`config.mk`:
```
export PLATFORM = sky130hd
export DESIGN_NAME = timer_subsystem
export DESIGN_NICKNAME = d
export VERILOG_FILES = /design/src/design/timer_pkg.sv /design/src/design/timer_subsystem.sv
export VERILOG_INCLUDE_DIRS = /design/src /design/src/design
export SDC_FILE = /design/constraint.sdc
export NUM_CORES = 2
export LEC_CHECK = 0
export BUFFER_PORTS_ARGS = -buffer_cell sky130_fd_sc_hd__buf_2
export CAP_MARGIN = 20
export CORE_MARGIN = 2
export CORE_UTILIZATION = 50
export CTS_CLUSTER_DIAMETER = 200
export DETAILED_ROUTE_END_ITERATION = 10
export PLACE_DENSITY = 0.66
export SLEW_MARGIN = 25
export SYNTH_ARGS = -nofsm -noshare
export SYNTH_HDL_FRONTEND = slang
export SYNTH_SLANG_ARGS = --single-unit
```
`constraint.sdc`:
```
create_clock -name pclk -period 7.2 [get_ports pclk]
set_clock_uncertainty 0.2 [all_clocks]
set_input_delay 0.72 -clock pclk [delete_from_list [all_inputs] [get_ports pclk]]
set_output_delay 0.72 -clock pclk [all_outputs]
set_load 0.02 [all_outputs]
```
`src/design/timer_regs.svh`:
```
`ifndef TIMER_REGS_SVH
`define TIMER_REGS_SVH
// ==========================================================
// clock rates in Hz, used by the fractional tick dividers
`define PCLK_HZ      26'd40000000
`define RAT_HZ       26'd4000000
`define WDT_HZ       26'd1500000
`define AUXF_HZ      26'd24000000
`define AUXM_HZ      26'd2000000
// ==========================================================
// register byte offsets
`define A_CTRL       12'h000
`define A_RTC_INC    12'h004
`define A_RTC_FRAC   12'h008
`define A_RTC_SEC    12'h00C
`define A_RTC_TOP    12'h010
`define A_RTC_CAP    12'h020
`define A_RTC_CAPE   12'h02C
`define A_GPT_LO     12'h040
`define A_GPT_HI     12'h0C0
`define A_AUX_HI     12'h0E0
`define A_AX2_CTRL   12'h0E0
`define A_AX2_PER    12'h0E4
`define A_AX2_CNT    12'h0E8
`define A_AX2_CH     12'h0F0
`define A_AX2_CHE    12'h100
`define A_RAT        12'h100
`define A_RAT_STAT   12'h104
`define A_WDT_LOAD   12'h110
`define A_WDT_CTRL   12'h114
`define A_WDT_CLR    12'h118
`define A_WDT_CNT    12'h11C
// word index inside a 16-byte timer slot
`define S_CTRL       2'd0
`define S_LOAD       2'd1
`define S_MATCH      2'd2
`define S_CNT        2'd3
// ==========================================================
// field positions
`define C_RTC_EN     0
`define C_RTC_DBGRUN 1
`define G_EN         0
`define G_MODE       3:1
`define G_JOIN       4
`define X_EN         0
`define X_ONE        1
`define X_EDGE       2
`define X_SRC        4:3
`define X_PRE        8:5
`define X2_EN        0
`define X2_SEL       2:1
`define X2_ONE       3
`define X2_32K       2'd2
`define X2_24M       2'd0
`define CH_VAL       15:0
`define CH_EN        16
`define CH_CAP       17
`define CH_ONE       18
`define W_EN         0
`define W_IRQ        1
// positions in the synchronised input vector
`define I_LF         0
`define I_DBG        1
`define I_RON        2
`define I_XOK        3
`define I_PWR        4
`define I_GPT        6
`define I_AUX        14
`define I_CAP2       18
`define I_RCAP       22
// ==========================================================
// reset values
`define RST_CTRL     2'b01
`define RST_RTC_INC  32'h0002_0000
`define RST_WDT_LOAD 32'h0000_FFFF
`endif

```
`src/design/timer_pkg.sv`:
```
package timer_pkg;
    // ======================================================
    // counting modes of one general timer half
    typedef enum logic [2:0] {
        G_ONESHOT   = 3'b000,
        G_PERIODIC  = 3'b001,
        G_PWM       = 3'b010,
        G_EDGE_TIME = 3'b011,
        G_EDGE_CNT  = 3'b100
    } gpt_mode_t;

    typedef enum logic [1:0] {
        PM_ACTIVE   = 2'b00,
        PM_IDLE     = 2'b01,
        PM_STANDBY  = 2'b10,
        PM_SHUTDOWN = 2'b11
    } pwr_mode_t;

    // ======================================================
    // complete register state of the timer block
    typedef struct packed {
        logic [24:0]       s1, s2, s3;
        logic [1:0]        ctrl;
        logic [69:0]       rtc;
        logic [31:0]       rtc_inc;
        logic [2:0][31:0]  rtc_cap;
        logic [25:0]       rat_acc;
        logic [31:0]       rat;
        logic [7:0][4:0]   g_ctrl;
        logic [7:0][15:0]  g_load, g_match, g_cnt;
        logic [7:0]        g_out, g_tmo;
        logic [14:0]       pre;
        logic [1:0][8:0]   a_ctrl;
        logic [1:0][15:0]  a_tgt, a_cnt;
        logic [1:0]        a_evt;
        logic [3:0]        x_ctrl;
        logic [15:0]       x_per, x_cnt;
        logic [25:0]       x_acc;
        logic [3:0][18:0]  x_ch;
        logic [3:0]        x_evt, x_pwm;
        logic [25:0]       w_acc;
        logic [31:0]       w_load, w_cnt;
        logic              w_en, w_irq, w_rst;
        logic              pready, pslverr;
        logic [31:0]       prdata;
    } state_t;
endpackage

```
`src/design/timer_subsystem.sv`:
```
// Chosen here: the register offsets and register access over APB.
`timescale 1ns/100ps
`include "timer_regs.svh"
// Behaviour
// - 70-bit three-channel counter on slow clock
// - counter runs in all modes but shutdown
// - tick increment is software adjustable
// - sensor side reads time; capture channels
// - counter halts under debug halt by default
// - four units, one 32 or two 16
// - oneshot, periodic, pwm, edge time, edge count
// - timer inputs and outputs on event fabric
// - general timers run only active or idle
// - aux timers 0,1 16-bit, 2^N prescaler
// - aux 0,1 clock or edge tick, oneshot/periodic
// - aux timer 2 at 24M, 2M, 32k
// - aux timer 2 four capture/compare channels
// - aux timer 2 events and pwm outputs
// - radio counter 32-bit at 4 MHz
// - radio counter resynced from slow counter
// - watchdog at 1.5 MHz, enable is sticky
// - watchdog gives interrupt then reset
// - watchdog frozen in standby and debug halt
module timer_subsystem
    import timer_pkg::*;
(
    input  logic        pclk,
    input  logic        presetn,
    input  logic        psel,
    input  logic        penable,
    input  logic        pwrite,
    input  logic [11:0] paddr,
    input  logic [31:0] pwdata,
    output logic [31:0] prdata,
    output logic        pready,
    output logic        pslverr,
    input  logic        low_freq_sys_clock,
    input  logic        dbg_halt,
    input  logic [1:0]  pwr_mode,
    input  logic        radio_on,
    input  logic        xosc_hf_ok,
    input  logic [7:0]  gpt_evt_in,
    input  logic [3:0]  aux_tick_in,
    input  logic [3:0]  aux2_cap_in,
    input  logic [2:0]  rtc_cap_in,
    output logic [31:0] rtc_time,
    output logic [31:0] rat_time,
    output logic [7:0]  gpt_out,
    output logic [7:0]  gpt_tmo,
    output logic [1:0]  aux_evt,
    output logic [3:0]  aux2_evt,
    output logic [3:0]  aux2_pwm,
    output logic        wdt_irq,
    output logic        wdt_rst
);
    state_t      state_q, state_d;
    logic [24:0] raw, rise, tog;
    logic [89:0] prod;
    logic [33:0] r;
    logic [31:0] c32, l32, m32, rdv;
    logic [26:0] f1, f2, f3;
    logic [8:0]  actl;
    logic [18:0] ch;
    logic        jn, ev, tk, xtk, hit, run_on, gpt_run, dbg, wr, clr;
    gpt_mode_t   md;
    pwr_mode_t   pm;

    // ======================================================
    // helpers
    // one step of a down counter; returns {timeout, pwm, next}
    function automatic logic [33:0] gstep(input logic [31:0] cnt,
        input logic [31:0] ld, input logic [31:0] mt,
        input gpt_mode_t mode, input logic ed);
        logic [33:0] o;
        o = {2'b00, cnt - 32'h1};
        case (mode)
            G_EDGE_CNT: begin
                o[31:0] = ed ? ((cnt == mt) ? ld : cnt - 32'h1) : cnt;
                o[33] = ed && (cnt == mt);
            end
            default: begin
                if (cnt == 32'h0) begin
                    o[31:0] = ld;
                    o[33] = 1'b1;
                end
            end
        endcase
        o[32] = (mode == G_PWM) && (cnt <= mt);
        return o;
    endfunction

    // fractional divider: rate = inc / pclk, returns {tick, acc}
    function automatic logic [26:0] fstep(input logic [25:0] acc,
        input logic [25:0] inc);
        logic [26:0] s;
        s = {1'b0, acc} + {1'b0, inc};
        if (s >= {1'b0, `PCLK_HZ})
            return {1'b1, 26'(s - {1'b0, `PCLK_HZ})};
        return {1'b0, s[25:0]};
    endfunction

    // prescaler hit every 2^n cycles
    function automatic logic phit(input logic [14:0] pre,
        input logic [3:0] n);
        logic [14:0] m;
        m = 15'((16'h1 << n) - 16'h1);
        return (pre & m) == m;
    endfunction

    // ======================================================
    // all non-bus input pins pass two flops; edges look at stages 2 and 3
    assign raw  = {rtc_cap_in, aux2_cap_in, aux_tick_in, gpt_evt_in,
                   pwr_mode, xosc_hf_ok, radio_on, dbg_halt,
                   low_freq_sys_clock};
    assign rise = state_q.s2 & ~state_q.s3;
    assign tog  = state_q.s2 ^ state_q.s3;
    assign prod = state_q.rtc[63:0] * `RAT_HZ;

    // ======================================================
    // next-state logic
    always_comb begin
        state_d = state_q;
        state_d.s1 = raw;
        state_d.s2 = state_q.s1;
        state_d.s3 = state_q.s2;
        pm = pwr_mode_t'(state_q.s2[`I_PWR +: 2]);
        dbg = state_q.s2[`I_DBG];
        run_on = pm != PM_SHUTDOWN;
        gpt_run = (pm == PM_ACTIVE) || (pm == PM_IDLE);

        // slow counter: 32-bit fraction below 38-bit seconds
        if (rise[`I_LF] && state_q.ctrl[`C_RTC_EN] && run_on &&
            !(dbg && !state_q.ctrl[`C_RTC_DBGRUN]))
            state_d.rtc = state_q.rtc + 70'(state_q.rtc_inc);
        for (int c = 0; c < 3; c++) begin
            if (rise[`I_RCAP + c])
                state_d.rtc_cap[c] = state_q.rtc[47:16];
        end

        // radio counter; both radio edges reload it from the slow time
        f1 = fstep(state_q.rat_acc, `RAT_HZ);
        state_d.rat_acc = f1[25:0];
        if (tog[`I_RON])
            state_d.rat = prod[63:32];
        else if (state_q.s2[`I_RON] && f1[26])
            state_d.rat = state_q.rat + 32'h1;

        // general timers: an even half with join set drives both
        state_d.g_tmo = '0;
        for (int h = 0; h < 8; h++) begin
            jn = state_q.g_ctrl[h & 6][`G_JOIN];
            md = gpt_mode_t'(state_q.g_ctrl[h][`G_MODE]);
            c32 = {jn ? state_q.g_cnt[h | 1] : 16'h0, state_q.g_cnt[h]};
            l32 = {jn ? state_q.g_load[h | 1] : 16'h0,
                   state_q.g_load[h]};
            m32 = {jn ? state_q.g_match[h | 1] : 16'h0,
                   state_q.g_match[h]};
            ev = rise[`I_GPT + h];
            r = gstep(c32, l32, m32, md, ev);
            if (!(jn && (h % 2 == 1))) begin
                state_d.g_out[h] = r[32];
                if (jn)
                    state_d.g_out[h | 1] = r[32];
                if (gpt_run && state_q.g_ctrl[h][`G_EN]) begin
                    state_d.g_cnt[h] = r[15:0];
                    if (jn)
                        state_d.g_cnt[h | 1] = r[31:16];
                    state_d.g_tmo[h] = r[33];
                    if (r[33] && md == G_ONESHOT)
                        state_d.g_ctrl[h][`G_EN] = 1'b0;
                    if (ev && md == G_EDGE_TIME) begin
                        state_d.g_match[h] = c32[15:0];
                        if (jn)
                            state_d.g_match[h | 1] = c32[31:16];
                    end
                end
            end
        end

        // aux timers 0 and 1 count up to their target
        state_d.pre = state_q.pre + 15'h1;
        state_d.a_evt = '0;
        for (int t = 0; t < 2; t++) begin
            actl = state_q.a_ctrl[t];
            tk = actl[`X_EDGE] ? tog[`I_AUX + actl[`X_SRC]]
                               : phit(state_q.pre, actl[`X_PRE]);
            if (run_on && actl[`X_EN] && tk) begin
                if (state_q.a_cnt[t] == state_q.a_tgt[t]) begin
                    state_d.a_cnt[t] = '0;
                    state_d.a_evt[t] = 1'b1;
                    if (actl[`X_ONE])
                        state_d.a_ctrl[t][`X_EN] = 1'b0;
                end else begin
                    state_d.a_cnt[t] = state_q.a_cnt[t] + 16'h1;
                end
            end
        end

        // aux timer 2: 24 MHz is a fractional rate, jitter of a cycle
        f2 = fstep(state_q.x_acc,
                   state_q.x_ctrl[`X2_SEL] == `X2_24M ? `AUXF_HZ
                                                      : `AUXM_HZ);
        state_d.x_acc = f2[25:0];
        xtk = (state_q.x_ctrl[`X2_SEL] == `X2_32K) ? rise[`I_LF]
                                                   : f2[26];
        state_d.x_evt = '0;
        ch = '0;
        if (run_on && state_q.x_ctrl[`X2_EN]) begin
            if (xtk) begin
                if (state_q.x_cnt == state_q.x_per) begin
                    state_d.x_cnt = '0;
                    if (state_q.x_ctrl[`X2_ONE])
                        state_d.x_ctrl[`X2_EN] = 1'b0;
                end else begin
                    state_d.x_cnt = state_q.x_cnt + 16'h1;
                end
            end
            for (int c = 0; c < 4; c++) begin
                ch = state_q.x_ch[c];
                hit = ch[`CH_CAP] ? rise[`I_CAP2 + c]
                                  : xtk && state_q.x_cnt == ch[`CH_VAL];
                if (ch[`CH_EN]) begin
                    if (hit) begin
                        state_d.x_evt[c] = 1'b1;
                        if (ch[`CH_CAP])
                            state_d.x_ch[c][`CH_VAL] = state_q.x_cnt;
                        if (ch[`CH_ONE])
                            state_d.x_ch[c][`CH_EN] = 1'b0;
                    end
                    state_d.x_pwm[c] = !ch[`CH_CAP] &&
                                       state_q.x_cnt < ch[`CH_VAL];
                end
            end
        end

        // ==================================================
        // bus slave: one wait cycle, data registered on the same edge as pready
        wr = psel && penable && state_q.pready && pwrite;
        clr = 1'b0;
        hit = 1'b1;
        rdv = '0;
        if (paddr == `A_CTRL) begin
            rdv = {30'h0, state_q.ctrl};
            if (wr)
                state_d.ctrl = pwdata[1:0];
        end else if (paddr == `A_RTC_INC) begin
            rdv = state_q.rtc_inc;
            if (wr)
                state_d.rtc_inc = pwdata;
        end else if (paddr == `A_RTC_FRAC) begin
            rdv = state_q.rtc[31:0];
        end else if (paddr == `A_RTC_SEC) begin
            rdv = state_q.rtc[63:32];
        end else if (paddr == `A_RTC_TOP) begin
            rdv = {26'h0, state_q.rtc[69:64]};
        end else if (paddr >= `A_RTC_CAP && paddr < `A_RTC_CAPE) begin
            rdv = state_q.rtc_cap[paddr[3:2]];
        end else if (paddr >= `A_GPT_LO && paddr < `A_GPT_HI) begin
            l32 = 32'(paddr - `A_GPT_LO);
            case (paddr[3:2])
                `S_CTRL:  rdv = {27'h0, state_q.g_ctrl[l32[6:4]]};
                `S_LOAD:  rdv = {16'h0, state_q.g_load[l32[6:4]]};
                `S_MATCH: rdv = {16'h0, state_q.g_match[l32[6:4]]};
                default:  rdv = {16'h0, state_q.g_cnt[l32[6:4]]};
            endcase
            if (wr && paddr[3:2] == `S_CTRL)
                state_d.g_ctrl[l32[6:4]] = pwdata[4:0];
            if (wr && paddr[3:2] == `S_LOAD) begin
                state_d.g_load[l32[6:4]] = pwdata[15:0];
                state_d.g_cnt[l32[6:4]] = pwdata[15:0];
            end
            if (wr && paddr[3:2] == `S_MATCH)
                state_d.g_match[l32[6:4]] = pwdata[15:0];
        end else if (paddr >= `A_GPT_HI && paddr < `A_AUX_HI &&
                     paddr[3:2] != `S_CNT) begin
            case (paddr[3:2])
                `S_CTRL: rdv = {23'h0, state_q.a_ctrl[paddr[4]]};
                `S_LOAD: rdv = {16'h0, state_q.a_tgt[paddr[4]]};
                default: rdv = {16'h0, state_q.a_cnt[paddr[4]]};
            endcase
            if (wr && paddr[3:2] == `S_CTRL) begin
                state_d.a_ctrl[paddr[4]] = pwdata[8:0];
                state_d.a_cnt[paddr[4]] = '0;
            end
            if (wr && paddr[3:2] == `S_LOAD)
                state_d.a_tgt[paddr[4]] = pwdata[15:0];
        end else if (paddr == `A_AX2_CTRL) begin
            rdv = {28'h0, state_q.x_ctrl};
            if (wr) begin
                state_d.x_ctrl = pwdata[3:0];
                state_d.x_cnt = '0;
            end
        end else if (paddr == `A_AX2_PER) begin
            rdv = {16'h0, state_q.x_per};
            if (wr)
                state_d.x_per = pwdata[15:0];
        end else if (paddr == `A_AX2_CNT) begin
            rdv = {16'h0, state_q.x_cnt};
        end else if (paddr >= `A_AX2_CH && paddr < `A_AX2_CHE) begin
            rdv = {13'h0, state_q.x_ch[paddr[3:2]]};
            if (wr)
                state_d.x_ch[paddr[3:2]] = pwdata[18:0];
        end else if (paddr == `A_RAT) begin
            rdv = state_q.rat;
        end else if (paddr == `A_RAT_STAT) begin
            rdv = {30'h0, state_q.s2[`I_XOK], state_q.s2[`I_RON]};
        end else if (paddr == `A_WDT_LOAD) begin
            rdv = state_q.w_load;
            if (wr)
                state_d.w_load = pwdata;
        end else if (paddr == `A_WDT_CTRL) begin
            rdv = {30'h0, state_q.w_irq, state_q.w_en};
            if (wr && pwdata[`W_EN])
                state_d.w_en = 1'b1;
        end else if (paddr == `A_WDT_CLR) begin
            clr = wr;
        end else if (paddr == `A_WDT_CNT) begin
            rdv = state_q.w_cnt;
        end else begin
            hit = 1'b0;
        end
        if (!hit)
            clr = 1'b0;
        state_d.pready = psel && penable && !state_q.pready;
        state_d.pslverr = state_d.pready && !hit;
        if (state_d.pready)
            state_d.prdata = rdv;

        // ==================================================
        // watchdog; a timeout in the service cycle still sets irq
        if (clr) begin
            state_d.w_cnt = state_q.w_load;
            state_d.w_irq = 1'b0;
        end
        f3 = fstep(state_q.w_acc, `WDT_HZ);
        state_d.w_acc = f3[25:0];
        state_d.w_rst = 1'b0;
        if (state_q.w_en && run_on && pm != PM_STANDBY && !dbg &&
            f3[26]) begin
            if (state_q.w_cnt == 32'h0) begin
                state_d.w_cnt = state_q.w_load;
                if (state_q.w_irq && !clr) begin
                    state_d.w_rst = 1'b1;
                    state_d.w_irq = 1'b0;
                end else begin
                    state_d.w_irq = 1'b1;
                end
            end else if (!clr) begin
                state_d.w_cnt = state_q.w_cnt - 32'h1;
            end
        end
    end

    // ======================================================
    // state register
    always_ff @(posedge pclk or negedge presetn) begin
        if (!presetn) begin
            state_q <= '0;
            state_q.ctrl <= `RST_CTRL;
            state_q.rtc_inc <= `RST_RTC_INC;
            state_q.w_load <= `RST_WDT_LOAD;
            state_q.w_cnt <= `RST_WDT_LOAD;
        end else begin
            state_q <= state_d;
        end
    end

    // outputs are flop bits
    assign prdata   = state_q.prdata;
    assign pready   = state_q.pready;
    assign pslverr  = state_q.pslverr;
    assign rtc_time = state_q.rtc[47:16];
    assign rat_time = state_q.rat;
    assign gpt_out  = state_q.g_out;
    assign gpt_tmo  = state_q.g_tmo;
    assign aux_evt  = state_q.a_evt;
    assign aux2_evt = state_q.x_evt;
    assign aux2_pwm = state_q.x_pwm;
    assign wdt_irq  = state_q.w_irq;
    assign wdt_rst  = state_q.w_rst;
endmodule

```
# Word level (Yosys, flattened, before mapping)
# Index checks and enable logic that the tools add are counted.
[totals]
reg_bits = 1145
input_bits = 74
out_inout_bits = 126
[op_classes]
add_sub_neg = 26
n_mul = 1
magnitude_cmp = 31
n_eq_ne = 61
shift = 2
muxes = 362
n_bitwise = 22
reduce_logical = 128
[ops]
columns = ["op", "count"]
rows = [
  ["2-to-1 mux 420 bit", 7],
  ["2-to-1 mux 32 bit", 55],
  ["2-to-1 mux 74 bit", 21],
  ["2-to-1 mux 16 bit", 81],
  ["bitwise mux 128 bit", 3],
  ["2-to-1 mux 128 bit", 3],
  ["logical NOT 32 bit", 9],
  ["2-to-1 mux 33 bit", 8],
  ["== test 32 bit", 8],
  ["less-or-equal comparator 32 bit", 8],
  ["2-to-1 mux 17 bit", 11],
  ["2-to-1 mux 27 bit", 6],
  ["subtractor 32 x 1 -> 32 bit, second input constant", 5],
  ["binary-select mux 16 bit (select 3 bit)", 3],
  ["2-to-1 mux 1 bit", 135],
  ["== test 16 bit", 7],
  ["greater-or-equal comparator 27 x 26 -> 1 bit, second input constant", 3],
  ["logical AND 1 bit", 80],
  ["subtractor 26 bit, second input constant", 3],
  ["bitwise mux 76 bit", 1],
  ["== test 12 x 9 -> 1 bit, second input constant", 6],
  ["adder 70 x 32 -> 70 bit", 1],
  ["binary-select mux 32 bit (select 2 bit)", 1],
  ["less-than comparator 16 bit", 4],
  ["other kinds (77)", 164],
]

# Depth between registers and ports, before layout
[logic_depth]
depth_word = 26
ltp_mapped = 22

# Least setup slack after synthesis
# OpenSTA, ideal clock, no wires.
[synth_timing]
path_kind = "register to register"
startpoint = "reg state_q, in the netlist rtc_time[0]"
endpoint = "reg state_q, in the netlist rat_time[28]"
setup_ns = 0.091
arrival_time_ns = 5.941
required_time_ns = 6.909
setup_slack_ns = 0.968
path_stages_with_launch = 21
period_less_slack_ns = 6.232
path_cell_list = "dfrtp_1 fa_1 fa_1 fa_1 fa_1 ha_1 inv_1 fa_1 inv_1 ha_1 a21o_1 a21o_1 a21oi_1 o211ai_1 a31oi_1 a311o_1 a21oi_1 a21o_1 nand2_1 mux2_2 o221ai_1"
[synth_between]
elab_chain_len = 2
[synth_rtl]
columns = ["item", "line_no", "text"]
rows = [
  ["start: declaration", "timer_subsystem.sv:56", "state_t state_q, state_d;"],
  ["start signal: assignment", "timer_subsystem.sv:364", "state_q <= state_d;"],
  ["multiplier 64 x 14 -> 56 bit (no source line)", "n/a", ""],
  ["2-to-1 mux 32 bit", "timer_subsystem.sv:143", "if (tog[`I_RON])"],
]
# Every way passes these cells.
# A chain may end at the register's enable or synchronous reset.

# Final worst setup path
[layout_timing]
startpoint = "reg state_q[1006] (netlist bit)"
endpoint = "reg state_q, in the netlist rat_time[13]"
# Same word-level chain as after synthesis.

==> summary by stage <==
Status
The run finished with clean final reports.

Final layout
The area growth from synthesis to layout is 9.15%. After filler insertion, the fill cell instance count of the layout stands at 15,400. The count of cells in the finished layout, fillers not included, comes to 12,200. For this run, the post-layout net count is 10,600. In the final layout, the share of cells above drive strength 1 is 0.117. The finished cells cover 93,100 µm².

Worst setup path
The cell class contributing the biggest share of worst-path delay is adder cells. The required arrival time at the worst endpoint is 7.68 ns. The depth of the worst register-to-register path is 21.

The maximum net fanout on the critical path is 10. The worst setup path is captured at a flip-flop. For this run, the slowest stage of the critical path takes 0.78 ns. The critical path goes through fa_1, fa_1, fa_1, fa_1, ha_1, inv_1, fa_1, inv_1, ha_1, nand4_1, nor4_1, nor2_1, o22ai_1, buf_4, o21a_1, a21oi_1, o21a_1, o41ai_1, xor2_1, o21ai_0, o22ai_1. The kind of start point of the critical path is a flip-flop. Together, buffers and inverters on the worst path number 3. The cell type with the highest occurrence count on the critical path is sky130_fd_sc_hd__fa_1. In this run the worst setup path begins at state_q[1006]. The classification of the worst setup path is flip-flop to flip-flop. For the worst setup path, the data arrival time is 7.33 ns. The origin of the critical flop-to-flop path is state_q[1006]. The instance count on the critical path is 21. For this design, the slowest cell found on the critical path is sky130_fd_sc_hd__o41ai_1.

Synthesis
In the synthesized netlist the async set-or-reset flop fraction comes to 1.00. Of all cell types, the one taking the most synthesized area is sky130_fd_sc_hd__dfrtp_1. The share of synthesized area in the top cell type comes to 0.319.

The number of warnings reported in the yosys synthesis log is 0. The number of nets handed over by synthesis was 10,800. Of the synthesized area, sequential elements account for 0.329. The post-synthesis instance total is 9,970. The commonest cells after synthesis are sky130_fd_sc_hd__nand2_1, sky130_fd_sc_hd__dfrtp_1, sky130_fd_sc_hd__a21oi_1, sky130_fd_sc_hd__nor2_1, sky130_fd_sc_hd__o21ai_0. The count of cell types in the netlist is 97. The number of synthesized flops with an enable pin is 0. In the post-synthesis netlist, the biggest area contributors are sky130_fd_sc_hd__dfrtp_1, sky130_fd_sc_hd__ha_1, sky130_fd_sc_hd__nand2_1. In this run the cell area of the synthesized design comes to 85,300 µm². The post-synthesis area per instance is 8.55 µm². Counting flops and latches in the post-synthesis netlist gives 1,121.

The most frequent cell after synthesis is sky130_fd_sc_hd__nand2_1. The leading register cell type out of synthesis is sky130_fd_sc_hd__dfrtp_1.

Place
The routability-driven placement congestion ratio is 1.07. The standard cell area after detailed placement is 87,900 µm². In this run, placement finished with an instance count of 11,900. Once detailed placement completed, the half-perimeter wirelength came to 259 mm. The number of port buffers is 199.

Route
The count of antenna-violating nets left after detailed routing is 0. The number of vias per cell after detailed routing is 6.69. The highest signal layer in the routed design is met5. After detailed routing, the number of remaining DRC violations is 0. The first TritonRoute pass finished after 10 iterations. Summing over every cut layer, the via total after detailed routing is 81,300. After detailed routing, the met2 layer carries 148 mm of wire. The number of DRC violations after detailed-routing iteration 0 is 11,700.

The mean routed wirelength per cell is 29.3 µm. The routed length on met1 is 144 mm. Summed over all layers, the routed wires come to 356 mm. After detailed routing, the met3 layer carries 42.4 mm of wire.

GRT
The global-route congestion overflow total is 0. Entering global routing, the biggest net connects 165 pins. The number of antenna violations at the first check in global routing came to 28. In the global route stage, overall resource usage came out at 0.402. The number of global-route vias before repair is 76,300.

The first-pass GRT wire length is 520 mm.

Power and ir drop
The total internal power is 0.0120 W. In this run the static leakage power is 45.2 nW. The sequential share of power is 0.400.

The share of power burned in the clock network is 0.423. Of the total power, the share spent switching nets is 0.322. The share of total power in combinational logic is 0.177. The peak supply drop is 0.260 mV. The switching power is 0.00571 W. For this design the ratio of total power to cell area is 190 nW/µm².

Floorplan
The die covers 174,000 µm². The number of core rows is 151. From left edge to right edge, the die measures 417 µm.

The initial utilization of the core area, before any placement, comes to 0.503. The die is 417 µm tall. The boundary pin count is 200.

The core region is 169,000 µm².

STA
Setup repair after global routing left no endpoint under its margin. The count of final setup violators is 0. For this run, the top clock speed supported by timing is 0.146 GHz. The routed design could run at a clock period as short as 6.85 ns. Setup total negative slack on the finished layout was measured at 0 ns. For the pin with the worst max-slew slack, the measured transition is 1.19 ns. The count of endpoints failing hold in the final timing report is 0. Of the available clock period, the critical path in the final layout requires 0.951. The count of final max-slew check failures is 0. The normalized max-slew margin is 0.206.

Clock network
In this run the number of H-tree levels came out at 4. The hold-fix buffer count after cts is 34. The number of CTS-inserted buffers is 136. The tree is rooted in a sky130_fd_sc_hd__clkbuf_16.

Counting along the longest clock path gives a buffer depth of 3. The register clock-pin slew on the reported worst setup and hold paths is 0.06 ns. The count of clock tree sinks is 1,121. After clock tree synthesis, the repair step resized 0 gates.

The CTS tree is yes. Once the clock tree was built, the setup fixing pass inserted 0 buffers. The clock latency of the later-clocked register in the worst-skew pair is 0.85 ns.

Min path
The worst hold path depth is 2. The class of the tightest hold or removal check is input pin to flip-flop. The startpoint of the lowest-slack hold path is pwdata[21].

Flow run
The number of maximum-capacitance constraint violations is 0.
## per-layer routing
metal	track usage	vias to the layer above
li1	-	35100
met3	0.108	1083
met1	0.550	40000
met4	0.225	14
met5	0	-
met2	0.573	5172
## registers in the layout (all words and copies together), names as in the netlist, 8 cells and up, named ones only
register	flops
prdata	32
gpt_out	8
state_d	47
rtc_time	32
gpt_tmo	8
m32	16
c32	16
rat_time	32
actl	9
state_q	899
## worst reg2reg max path: stages, from the launching register on
cell	delay, ns
sky130_fd_sc_hd__dfrtp_1	0.66
sky130_fd_sc_hd__fa_1	0.52
sky130_fd_sc_hd__fa_1	0.52
sky130_fd_sc_hd__fa_1	0.58
sky130_fd_sc_hd__fa_1	0.42
sky130_fd_sc_hd__ha_1	0.30
sky130_fd_sc_hd__inv_1	0.05
sky130_fd_sc_hd__fa_1	0.50
sky130_fd_sc_hd__inv_1	0.05
sky130_fd_sc_hd__ha_1	0.30
sky130_fd_sc_hd__nand4_1	0.13
sky130_fd_sc_hd__nor4_1	0.31
sky130_fd_sc_hd__nor2_1	0.07
sky130_fd_sc_hd__o22ai_1	0.14
sky130_fd_sc_hd__buf_4	0.18
sky130_fd_sc_hd__o21a_1	0.16
sky130_fd_sc_hd__a21oi_1	0.11
sky130_fd_sc_hd__o21a_1	0.24
sky130_fd_sc_hd__o41ai_1	0.78
sky130_fd_sc_hd__xor2_1	0.17
sky130_fd_sc_hd__o21ai_0	0.24
sky130_fd_sc_hd__o22ai_1	0.12
## cell type report
| cell class | count | area, µm² | share of cell area |
|---|---|---|---|
| Tap cell | 2218 | 2780 | 0.0298 |
| Clock inverter | 63 | 1020 | 0.0109 |
| Antenna cell | 18 | 45.0 | 0.000484 |
| Inverter | 584 | 2190 | 0.0235 |
| Sequential cell | 1121 | 28100 | 0.302 |
| Clock buffer | 187 | 3780 | 0.0407 |
| Timing Repair Buffer | 501 | 3450 | 0.0370 |
| Multi-Input combinational cell | 7471 | 51700 | 0.556 |
## kinds of logic after synthesis
group           after synthesis  share of synthesized area
fa+ha+maj                   706                      0.123
mux                         555                     0.0745
buf+inv                    1378                     0.0665
flops                      1121                      0.329
compound gates             2699                      0.200
xor+xnor                    384                     0.0394
simple gates               3127                      0.168
## final timing paths
kind,to,slack (ns)
worst max-delay path,rat_time[13],0.35
max in group asynchronous,state_q[110],4.89
worst max register to register,rat_time[13],0.35
min in group asynchronous,state_q[701],0.37
worst min-delay path,state_q[90],0.05
worst min register to register,state_d[1085],0.14
## metrics by stage
| stage | total power, W | utilization | setup slack (ns) | hold WS (ns) |
|---|---|---|---|---|
| 2_1_floorplan | 0.00892 | - | 0.968 | 0.131 |
| 3_3_place_gp | 0.0101 | 0.518 | 0.475 | 0.132 |
| 3_5_place_dp | 0.0102 | 0.518 | 0.385 | 0.136 |
| 4_1_cts | 0.0176 | 0.549 | 0.399 | 0.00770 |
| 5_1_grt | 0.0183 | 0.549 | 0.0700 | 0.00717 |
| 6_report | 0.0177 | 0.549 | 0.350 | 0.0485 |
## power groups by stage
stage                     sequential (W)  combinational [W]  clock [W]
after floorplan                  0.00680            0.00212          0
after global routing             0.00708            0.00338    0.00780
after detailed placement         0.00716            0.00302          0
final                            0.00708            0.00314    0.00749
after CTS                        0.00704            0.00305    0.00755
after global placement           0.00715            0.00297          0
## layout by cell type, fill, tap and decap left out, types with 34 or more instances in the layout
cell / synthesis / routed
sky130_fd_sc_hd__nand2_1: 1250 / 1245
sky130_fd_sc_hd__dfrtp_1: 1087 / 1084
sky130_fd_sc_hd__a21oi_1: 759 / 755
sky130_fd_sc_hd__nor2_1: 751 / 740
sky130_fd_sc_hd__o21ai_0: 712 / 709
sky130_fd_sc_hd__inv_1: 582 / 582
sky130_fd_sc_hd__ha_1: 490 / 490
sky130_fd_sc_hd__mux2_2: 289 / 289
sky130_fd_sc_hd__buf_4: 122 / 266
sky130_fd_sc_hd__xnor2_1: 237 / 237
sky130_fd_sc_hd__mux2i_1: 231 / 231
sky130_fd_sc_hd__fa_1: 216 / 216
sky130_fd_sc_hd__nand3_1: 211 / 210
sky130_fd_sc_hd__buf_2: 21 / 194
sky130_fd_sc_hd__nor3_1: 186 / 177
sky130_fd_sc_hd__xor2_1: 147 / 147
sky130_fd_sc_hd__a21o_1: 137 / 137
sky130_fd_sc_hd__clkbuf_16: 0 / 136
sky130_fd_sc_hd__nand4_1: 131 / 131
sky130_fd_sc_hd__a31oi_1: 104 / 104
sky130_fd_sc_hd__o22ai_1: 100 / 99
sky130_fd_sc_hd__and2_1: 95 / 95
sky130_fd_sc_hd__a211oi_1: 95 / 95
sky130_fd_sc_hd__a221oi_1: 94 / 94
sky130_fd_sc_hd__a22oi_1: 92 / 92
sky130_fd_sc_hd__o211ai_1: 91 / 91
sky130_fd_sc_hd__o221ai_1: 88 / 88
sky130_fd_sc_hd__nor2b_1: 84 / 82
sky130_fd_sc_hd__nand2b_1: 76 / 75
sky130_fd_sc_hd__nor4_1: 75 / 70
sky130_fd_sc_hd__and3_1: 68 / 68
sky130_fd_sc_hd__or3_1: 65 / 65
sky130_fd_sc_hd__o31ai_1: 54 / 54
sky130_fd_sc_hd__o21a_1: 51 / 51
sky130_fd_sc_hd__a22o_1: 42 / 42
sky130_fd_sc_hd__mux4_2: 35 / 35
sky130_fd_sc_hd__dfstp_2: 34 / 34
sky130_fd_sc_hd__dlygate4sd3_1: 0 / 34
Power figures use the tool's default switching activity.
